**config.mk**
```make
export PLATFORM = sky130hd
export DESIGN_NAME = wdcfg_top
export DESIGN_NICKNAME = d
export VERILOG_FILES = /design/src/hdl/wdcfg_pkg.sv /design/src/hdl/wdcfg_top.sv /design/src/hdl/wdcfg_clkpre.sv
export SDC_FILE = /design/constraint.sdc
export NUM_CORES = 1
export LEC_CHECK = 0
export ABC_AREA = 1
export BUFFER_PORTS_ARGS = -buffer_cell sky130_fd_sc_hd__buf_2
export CAP_MARGIN = 25
export CORE_MARGIN = 2
export CORE_UTILIZATION = 40
export DETAILED_ROUTE_END_ITERATION = 16
export GPL_TIMING_DRIVEN = 0
export HOLD_SLACK_MARGIN = 0.02
export PLACE_DENSITY = 0.7
export SKIP_LAST_GASP = 1
export SYNTH_ARGS = -nofsm -noshare
export SYNTH_HDL_FRONTEND = slang
export SYNTH_HIERARCHICAL = 1
export SYNTH_SLANG_ARGS = --single-unit
```
**constraint.sdc**
```tcl
create_clock -name clock -period 2.98 [get_ports clock]
set_clock_uncertainty 0.15 [all_clocks]
set_input_delay 0.745 -clock clock [delete_from_list [all_inputs] [get_ports clock]]
set_output_delay 0.745 -clock clock [all_outputs]
set_load 0.1 [all_outputs]
```
**src/hdl/wdcfg_pkg.sv**
```systemverilog
// wdcfg_pkg: constants, config word layout and types for the watchdog block.
// assumes a single 10 MHz clock and an AXI4-Lite master for software access.
package wdcfg_pkg;
  localparam int ADDR_W = 4;
  localparam logic [ADDR_W-1:0] OFF_CONFIG = 4'h0;
  localparam logic [ADDR_W-1:0] OFF_CTRL = 4'h4;
  localparam logic [ADDR_W-1:0] OFF_STATUS = 4'h8;
  localparam logic [ADDR_W-1:0] OFF_COUNT = 4'hc;
  localparam logic [1:0] RESP_OKAY = 2'h0;
  localparam logic [1:0] RESP_SLVERR = 2'h2;
  // config word: 24 bits, unimplemented bits fixed to one
  localparam logic [23:0] CFG_FIXED_ONES = 24'hff9400;
  localparam logic [23:0] CFG_ERASED = 24'hffffff;
  localparam int POS_CLK_SEL = 13;
  localparam int POS_MUX_EN = 11;
  localparam int POS_WIN = 8;
  localparam int POS_WIN_DIS = 7;
  localparam int POS_EN = 5;
  localparam int POS_PSA = 4;
  localparam int POS_POST = 0;
  // control and status bits
  localparam int CTRL_SW_EN = 0;
  localparam int CTRL_CLEAR = 1;
  localparam int ST_ACTIVE = 0;
  localparam int ST_WIN_OPEN = 1;
  localparam int ST_TIMEOUT = 2;
  localparam int ST_EARLY = 3;
  localparam int ST_SRC = 4;
  // prescaler ratios, default timeout and enable codes
  localparam int PRESC_LONG = 128;
  localparam int PRESC_SHORT = 32;
  localparam int TIMEOUT_DEFAULT = 256;
  localparam logic [1:0] EN_ALWAYS = 2'h3;
  localparam logic [1:0] EN_SOFT = 2'h2;
  localparam logic [1:0] EN_RUN = 2'h1;
  localparam logic [1:0] EN_OFF = 2'h0;

  typedef struct packed {
    logic [1:0] clk_sel;
    logic mux_en;
    logic [1:0] win;
    logic win_dis;
    logic [1:0] en;
    logic psa;
    logic [3:0] post;
  } wdcfg_cfg_t;

  typedef enum logic [1:0] {SRC_LOW_POWER_RC_OSC, SRC_FRC, SRC_SECONDARY_OSC, SRC_FOSC2} wdcfg_src_t;
endpackage

```
**src/hdl/wdcfg_top.sv**
```systemverilog
// wdcfg_top: watchdog with program-once config word, enable modes and window check.
// assumes an AXI4-Lite master on the one 10 MHz clock; sleep and clock status come from the power unit.
//
// The AXI4-Lite interface to the registers and the register offsets were chosen for this implementation.
`timescale 1ns/1ns
module wdcfg_top #(
  parameter int CNT_W = 16,
  parameter int TIMEOUT = wdcfg_pkg::TIMEOUT_DEFAULT
) (
  input wire logic clock,
  input wire logic sys_rst,
  input wire logic [wdcfg_pkg::ADDR_W-1:0] s_axi_awaddr,
  input wire logic s_axi_awvalid,
  output logic s_axi_awready,
  input wire logic [31:0] s_axi_wdata,
  input wire logic [3:0] s_axi_wstrb,
  input wire logic s_axi_wvalid,
  output logic s_axi_wready,
  output logic [1:0] s_axi_bresp,
  output logic s_axi_bvalid,
  input wire logic s_axi_bready,
  input wire logic [wdcfg_pkg::ADDR_W-1:0] s_axi_araddr,
  input wire logic s_axi_arvalid,
  output logic s_axi_arready,
  output logic [31:0] s_axi_rdata,
  output logic [1:0] s_axi_rresp,
  output logic s_axi_rvalid,
  input wire logic s_axi_rready,
  input wire logic sleep_mode,
  input wire logic sysclk_is_low_power_rc_osc,
  input wire logic low_power_rc_osc,
  input wire logic fast_rc_osc,
  input wire logic secondary_osc,
  output logic wdt_reset,
  output logic wdt_active,
  output wdcfg_pkg::wdcfg_src_t wdt_src
);
  if (CNT_W < 4 || CNT_W > 24 || TIMEOUT < 4 || TIMEOUT >= (1 << CNT_W))
  begin : g_chk
    $error("wdcfg_top: TIMEOUT must be 4 .. 2**CNT_W-1, CNT_W 4 .. 24");
  end

  localparam logic [CNT_W-1:0] LAST = CNT_W'(TIMEOUT - 1);

  function automatic logic [31:0] merge(input logic [31:0] old, input logic [31:0] nw, input logic [3:0] strb);
    logic [31:0] r;
    r = old;
    for (int i = 0; i < 4; i++)
      if (strb[i])
        r[i*8 +: 8] = nw[i*8 +: 8];
    return r;
  endfunction

  // count at which clearing becomes legal for a given window code
  function automatic logic [CNT_W-1:0] win_start(input logic [1:0] code);
    logic [CNT_W+2:0] t;
    t = (CNT_W+3)'(TIMEOUT);
    unique case (code)
      2'h3: return CNT_W'((t * 3) >> 2);
      2'h2: return CNT_W'((t * 5) >> 3);
      2'h1: return CNT_W'(t >> 1);
      2'h0: return CNT_W'(t >> 2);
    endcase
  endfunction

  wdcfg_pkg::wdcfg_cfg_t cfg;
  logic cfg_locked;
  logic sw_en;
  logic [CNT_W-1:0] count;
  logic timeout_flag;
  logic early_flag;
  logic presc_tick;

  // config word view: fixed ones plus the programmed fields
  wire [23:0] cfg_word = wdcfg_pkg::CFG_FIXED_ONES | 24'({cfg.clk_sel, 1'b0, cfg.mux_en, 1'b0,
                         cfg.win, cfg.win_dis, cfg.en, cfg.psa, cfg.post}) << 0;
  wire [31:0] cfg_new = merge({8'h00, cfg_word}, s_axi_wdata, s_axi_wstrb);

  // write channel: both address and data must be present
  wire wr_go = s_axi_awvalid && s_axi_wvalid && !s_axi_bvalid;
  wire wr_cfg = wr_go && s_axi_awaddr == wdcfg_pkg::OFF_CONFIG;
  wire wr_ctrl = wr_go && s_axi_awaddr == wdcfg_pkg::OFF_CTRL;
  wire wr_stat = wr_go && s_axi_awaddr == wdcfg_pkg::OFF_STATUS;
  wire wr_map = wr_cfg || wr_ctrl || wr_stat;
  wire wr_ok = (wr_cfg && !cfg_locked) || wr_ctrl || wr_stat;
  wire clear_req = wr_ctrl && s_axi_wstrb[0] && s_axi_wdata[wdcfg_pkg::CTRL_CLEAR];
  wire sw_we = wr_ctrl && s_axi_wstrb[0] && cfg.en == wdcfg_pkg::EN_SOFT;
  wire ack_timeout = wr_stat && s_axi_wstrb[0] && s_axi_wdata[wdcfg_pkg::ST_TIMEOUT];
  wire ack_early = wr_stat && s_axi_wstrb[0] && s_axi_wdata[wdcfg_pkg::ST_EARLY];

  // enable decode
  wire active = (cfg.en == wdcfg_pkg::EN_ALWAYS) ||
                (cfg.en == wdcfg_pkg::EN_SOFT && sw_en) ||
                (cfg.en == wdcfg_pkg::EN_RUN && !sleep_mode);
  wire win_open = cfg.win_dis || count >= win_start(cfg.win);
  wire early = active && clear_req && !win_open;
  wire expire = active && presc_tick && count == LAST;
  // set wins over a same-cycle write-one-to-clear
  wire next_timeout_flag = expire || (timeout_flag && !ack_timeout);
  wire next_early_flag = early || (early_flag && !ack_early);

  // read decode
  wire rd_go = s_axi_arvalid && !s_axi_rvalid;
  wire rd_map = s_axi_araddr == wdcfg_pkg::OFF_CONFIG || s_axi_araddr == wdcfg_pkg::OFF_CTRL ||
                s_axi_araddr == wdcfg_pkg::OFF_STATUS || s_axi_araddr == wdcfg_pkg::OFF_COUNT;
  wire [31:0] rd_val = (s_axi_araddr == wdcfg_pkg::OFF_CONFIG) ? {8'h00, cfg_word} :
                       (s_axi_araddr == wdcfg_pkg::OFF_CTRL) ? {31'h0, sw_en} :
                       (s_axi_araddr == wdcfg_pkg::OFF_STATUS) ? {26'h0, wdt_src, early_flag, timeout_flag,
                                                                  win_open, active} :
                       (s_axi_araddr == wdcfg_pkg::OFF_COUNT) ? 32'(count) : 32'h0;

  assign s_axi_awready = wr_go;
  assign s_axi_wready = wr_go;
  assign s_axi_arready = rd_go;
  assign wdt_active = active;

  wdcfg_clkpre u_clkpre (
    .clock(clock),
    .sys_rst(sys_rst),
    .run(active),
    .cfg(cfg),
    .sleep_mode(sleep_mode),
    .sysclk_is_low_power_rc_osc(sysclk_is_low_power_rc_osc),
    .low_power_rc_osc(low_power_rc_osc),
    .fast_rc_osc(fast_rc_osc),
    .secondary_osc(secondary_osc),
    .src(wdt_src),
    .presc_tick(presc_tick)
  );

  // config survives sys_rst in real fuses; here reset means erased
  always_ff @(posedge clock)
  begin
    if (sys_rst)
    begin
      cfg <= wdcfg_pkg::wdcfg_cfg_t'(wdcfg_pkg::CFG_ERASED[12:0]);
      cfg_locked <= 1'b0;
    end
    else if (wr_cfg && !cfg_locked)
    begin
      cfg <= {cfg_new[14:13], cfg_new[11], cfg_new[9:0]};
      cfg_locked <= 1'b1;
    end
  end

  always_ff @(posedge clock)
  begin
    if (sys_rst)
      sw_en <= 1'b0;
    else if (sw_we)
      sw_en <= s_axi_wdata[wdcfg_pkg::CTRL_SW_EN];
  end

  // counter restarts on any reset event; pcnt keeps running through a clear or early clear, so the next period can then be short
  always_ff @(posedge clock)
  begin
    if (sys_rst || !active || expire || early || clear_req)
      count <= '0;
    else if (presc_tick)
      count <= count + CNT_W'(1);
  end

  always_ff @(posedge clock)
  begin
    if (sys_rst)
    begin
      wdt_reset <= 1'b0;
      timeout_flag <= 1'b0;
      early_flag <= 1'b0;
    end
    else
    begin
      wdt_reset <= expire || early;
      timeout_flag <= next_timeout_flag;
      early_flag <= next_early_flag;
    end
  end

  always_ff @(posedge clock)
  begin
    if (sys_rst)
    begin
      s_axi_bvalid <= 1'b0;
      s_axi_bresp <= wdcfg_pkg::RESP_OKAY;
    end
    else if (wr_go)
    begin
      s_axi_bvalid <= 1'b1;
      s_axi_bresp <= (wr_map && wr_ok) ? wdcfg_pkg::RESP_OKAY : wdcfg_pkg::RESP_SLVERR;
    end
    else if (s_axi_bready)
      s_axi_bvalid <= 1'b0;
  end

  always_ff @(posedge clock)
  begin
    if (sys_rst)
    begin
      s_axi_rvalid <= 1'b0;
      s_axi_rdata <= 32'h0;
      s_axi_rresp <= wdcfg_pkg::RESP_OKAY;
    end
    else if (rd_go)
    begin
      s_axi_rvalid <= 1'b1;
      s_axi_rdata <= rd_val;
      s_axi_rresp <= rd_map ? wdcfg_pkg::RESP_OKAY : wdcfg_pkg::RESP_SLVERR;
    end
    else if (s_axi_rready)
      s_axi_rvalid <= 1'b0;
  end
endmodule

```
**src/hdl/wdcfg_clkpre.sv**
```systemverilog
// wdcfg_clkpre: watchdog clock source selection and 1:32 / 1:128 prescaler.
// assumes oscillator ticks arrive as one-cycle enables synchronous to clock.
`timescale 1ns/1ns
module wdcfg_clkpre (
  input wire logic clock,
  input wire logic sys_rst,
  input wire logic run,
  input wire wdcfg_pkg::wdcfg_cfg_t cfg,
  input wire logic sleep_mode,
  input wire logic sysclk_is_low_power_rc_osc,
  input wire logic low_power_rc_osc,
  input wire logic fast_rc_osc,
  input wire logic secondary_osc,
  output wdcfg_pkg::wdcfg_src_t src,
  output logic presc_tick
);
  logic half;
  logic [6:0] pcnt;
  wire awake_fast = !sysclk_is_low_power_rc_osc && !sleep_mode;
  wire src_tick;
  wire [6:0] last = cfg.psa ? 7'(wdcfg_pkg::PRESC_LONG - 1) : 7'(wdcfg_pkg::PRESC_SHORT - 1);

  always_comb
  begin
    src = wdcfg_pkg::SRC_LOW_POWER_RC_OSC;
    if (cfg.mux_en)
    begin
      unique case (cfg.clk_sel)
        2'h3: src = wdcfg_pkg::SRC_LOW_POWER_RC_OSC;
        2'h2: src = (!cfg.win_dis && awake_fast) ? wdcfg_pkg::SRC_FRC : wdcfg_pkg::SRC_LOW_POWER_RC_OSC;
        2'h1: src = wdcfg_pkg::SRC_SECONDARY_OSC;
        2'h0: src = awake_fast ? wdcfg_pkg::SRC_FOSC2 : wdcfg_pkg::SRC_LOW_POWER_RC_OSC;
      endcase
    end
  end

  assign src_tick = (src == wdcfg_pkg::SRC_LOW_POWER_RC_OSC) ? low_power_rc_osc :
                    (src == wdcfg_pkg::SRC_FRC) ? fast_rc_osc :
                    (src == wdcfg_pkg::SRC_SECONDARY_OSC) ? secondary_osc : half;
  assign presc_tick = run && src_tick && (pcnt == last);

  // free half-rate enable keeps fosc/2 a true divider of the one clock
  always_ff @(posedge clock)
  begin
    if (sys_rst)
      half <= 1'b0;
    else
      half <= !half;
  end

  always_ff @(posedge clock)
  begin
    if (sys_rst || !run)
      pcnt <= 7'h00;
    else if (src_tick)
      pcnt <= (pcnt == last) ? 7'h00 : pcnt + 7'h01;
  end
endmodule

```
==> key figures <==
CTS
  – Clock tree buffer depth: 2
  – TritonCTS buffer count: 9
  – H-tree Lvls: 3
  – Clk sinks: 63
  – Clk slew on worst S/H paths: 70 ps
  – Skew-Pair Late Insertion Delay: 340 ps
  – CTS root buf: clkbuf_8
  – Post-CTS Setup Bufs: 0
  – CTS tree: yes

Placement
  – Placed Area: 4030 µm²
  – Port-buffer cells: 69
  – DP HPWL: 7050 µm
  – Placer Congestion: 0.866

Pwr
  – Peak supply drop: 398 µV
  – Switch Pwr: 0.724 mW
  – Part of the power in the clock network: 0.404
  – Leak: 2.07 nW
  – Switching part of the total power: 0.321
  – Power Dens Cells: 524 nW/µm²
  – Seq pwr share: 0.393
  – Comb pwr share: 0.203
  – Pint: 1.53 mW

Worst setup path
  – Worst Reg-to-Reg Cells: 14
  – Flop-to-flop setup slack: 210 ps
  – Startpoint types: primary input
  – Worst-path maximum fanout: 10
  – Req. time, crit path: 3070 ps
  – RR Endpoint: count[7]$_SDFFE_PP0P_
  – Worst setup path class: primary input to flop
  – Crit path arrival time: 2960 ps
  – RR Startpoint: u_clkpre/pcnt[1]$_SDFFE_PP0P_
  – Endpoint class of the critical path: flop

Worst hold path
  – Hold endpoint: u_clkpre/half$_SDFF_PP0_
  – HP Class: flop to flop
  – WHS Path Cells: 1
  – Hold wc startpoint: u_clkpre/half$_SDFF_PP0_

Yosys
  – Mapped Area: 3510 µm²
  – Cells after synthesis: 503
  – Post-synth top area share: 0.359
  – Synthesis Warnings: 6
  – Dominant cells by area after synthesis: dfxtp_1 (36%), nand2_1 (12%), inv_1 (7.2%)
  – Seq/Total Area, Yosys: 0.359
  – Seq cells post-synth: 63
  – Synth unique cells: 31
  – Top cell type by total area after synthesis: dfxtp_1
  – Avg Inst Size Synth: 6.97 µm²

Layout
  – Share of layout cells above drive strength 1: 0.245
  – Commonest non-fill, non-tap cell in the layout: nand2_1
  – Util after Layout: 0.500
  – Layout fillers: 855
  – Commonest non-fill, non-tap cells in the layout: nand2_1 (109), buf_2 (70), inv_1 (67)
  – Area Overhead vs Synth: 22.5%
  – Ant. Diodes: 0
  – Fin area: 4300 µm²
  – Nets: 656

Timing
  – Final min period: 2880 ps
  – Fmax: 0.348 GHz
  – Final Cycle Share: 0.965
  – Worst Max-Slew Pin Slew: 657 ps
  – Slew HR: 0.560
  – Final hold violation count: 0
  – Sum Neg Setup Slack: 0 ps
  – RSZ-0062 raised after global routing: false
  – Max Slew Vio Count: 0
  – Setup-failing EPs final: 0

Routing
  – WL final: 9040 µm
  – Vias/cell: 4.88
  – Wire per inst: 12.8 µm
  – Antenna viol nets, final: 0
  – DRC errors left: 0
  – Initial detailed-routing violation count: 211
  – First-pass iteration count of the detailed router: 5
  – Vias: 3,437

Global routing
  – Number of global-route vias before repair: 3,172
  – All-Layer GR Usage: 0.198
  – Antenna violations before repair: 0
  – First-pass GRT wire length: 15,100 µm
  – Gr ovfl total: 0
  – Largest net degree at the start of global routing: 12

Floorplanning
  – Die ar.: 9540 µm²
  – Die W: 97.7 µm
  – Core region area: 8590 µm²
  – Initial core utilization: 0.408
  – IO Count: 101
  – Row Count: 34
  – Die Ht: 97.7 µm

Job
  – Max Cap Viol: 0

Outcome
  – Status: finished clean
[logic make-up after synthesis]
kind of cell / count (synthesis) / synth area share
compound gates: 71 / 0.113
other cells: 1 / 0.00107
simple gates: 250 / 0.339
fa+ha+maj: 8 / 0.0285
flops: 63 / 0.359
xor+xnor: 12 / 0.0300
buf+inv: 98 / 0.128
[cells in the mapped netlist (all sizes together)]
master    n
a21oi    27
a41oi     4
buf      22
clkbuf    6
conb      1
dfxtp    63
ha        8
inv      70
nand2   116
nand3    40
nand3b    1
nand4    13
nor2     73
nor3      5
nor3b     2
o211ai    5
o21ai    32
o221ai    3
xor2     12
[area by class of cell]
type,instances,area (µm²),area share
Buffer,28,191,0.0445
Clock buffer,10,138,0.0320
Clock inverter,6,108,0.0250
Inverter,70,263,0.0611
Multi-Input combinational cell,351,1850,0.431
Sequential cell,63,1260,0.294
Tap cell,108,135,0.0314
Timing Repair Buffer,69,348,0.0809
[metrics by stage]
step                      std cells  hold slack [ps]  power, mW  setup slack, ps
after CTS                       705              299       2.27             46.9
after floorplan                 512              260       1.27             6.84
after detailed placement        689              286       1.36             -401
final                           705              296       2.25              103
after global placement          689              279       1.36             -375
after global routing            705              326       2.33             3.41
[sequential cells by signal, indices dropped and copies added (netlist names), 7 cells and up]
name	flops
s_axi_rdata	17
u_clkpre/pcnt	7
count	16
cfg	13
[worst max path at each step]
| stage | startpoint | endpoint | slack [ps] | depth (start not counted) |
|---|---|---|---|---|
| floorplan | s_axi_rvalid$_SDFFE_PP0P_ | s_axi_arready | 7 | 2 |
| global placement | sleep_mode | count[6]$_SDFFE_PP0P_ | -370 | 15 |
| detailed placement | sleep_mode | count[6]$_SDFFE_PP0P_ | -400 | 15 |
| CTS | s_axi_arvalid | s_axi_arready | 50 | 5 |
| global route | u_clkpre/pcnt[1]$_SDFFE_PP0P_ | count[12]$_SDFFE_PP0P_ | 3 | 14 |
| finish | sleep_mode | count[7]$_SDFFE_PP0P_ | 100 | 15 |
[power groups by stage]
stage	Combinational (mW)	Clock, mW	Sequential [mW]
after global routing	0.481	0.965	0.889
after global placement	0.452	0	0.904
final	0.458	0.909	0.886
after detailed placement	0.456	0	0.905
after floorplan	0.229	0	1.04
after CTS	0.457	0.924	0.886
[routing by layer]
layer | wire length (µm) | global-route usage | vias to the layer above
met5 | 0 | 0 | -
li1 | - | - | 1767
met4 | 206 | 0.0673 | 0
met1 | 4010 | 0.254 | 1547
met3 | 564 | 0.0590 | 18
met2 | 4260 | 0.318 | 105
[worst max-delay path: stages]
cell     delay, ps
buf_2          140
nor2_4         200
nand4_1        190
nand3_4        180
nand2_4        100
nor3_2         200
buf_4          210
nand2_2         80
nor2_4         130
inv_2           60
nor3_4         180
nand3_2        150
nand3_4        180
buf_8          170
nor2_2          40
[timing repair]
| action | in CTS | in global routing |
|---|---|---|
| cloned | 0 | 0 |
| endpoints found under the hold margin | 0 | 0 |
| gates resized for setup | 3 | 5 |
| endpoints found under the setup margin | 11 | 12 |
| hold buffers | 0 | 0 |
| pin swaps | 0 | 1 |
No activity file was read; power rests on OpenSTA's default activity.
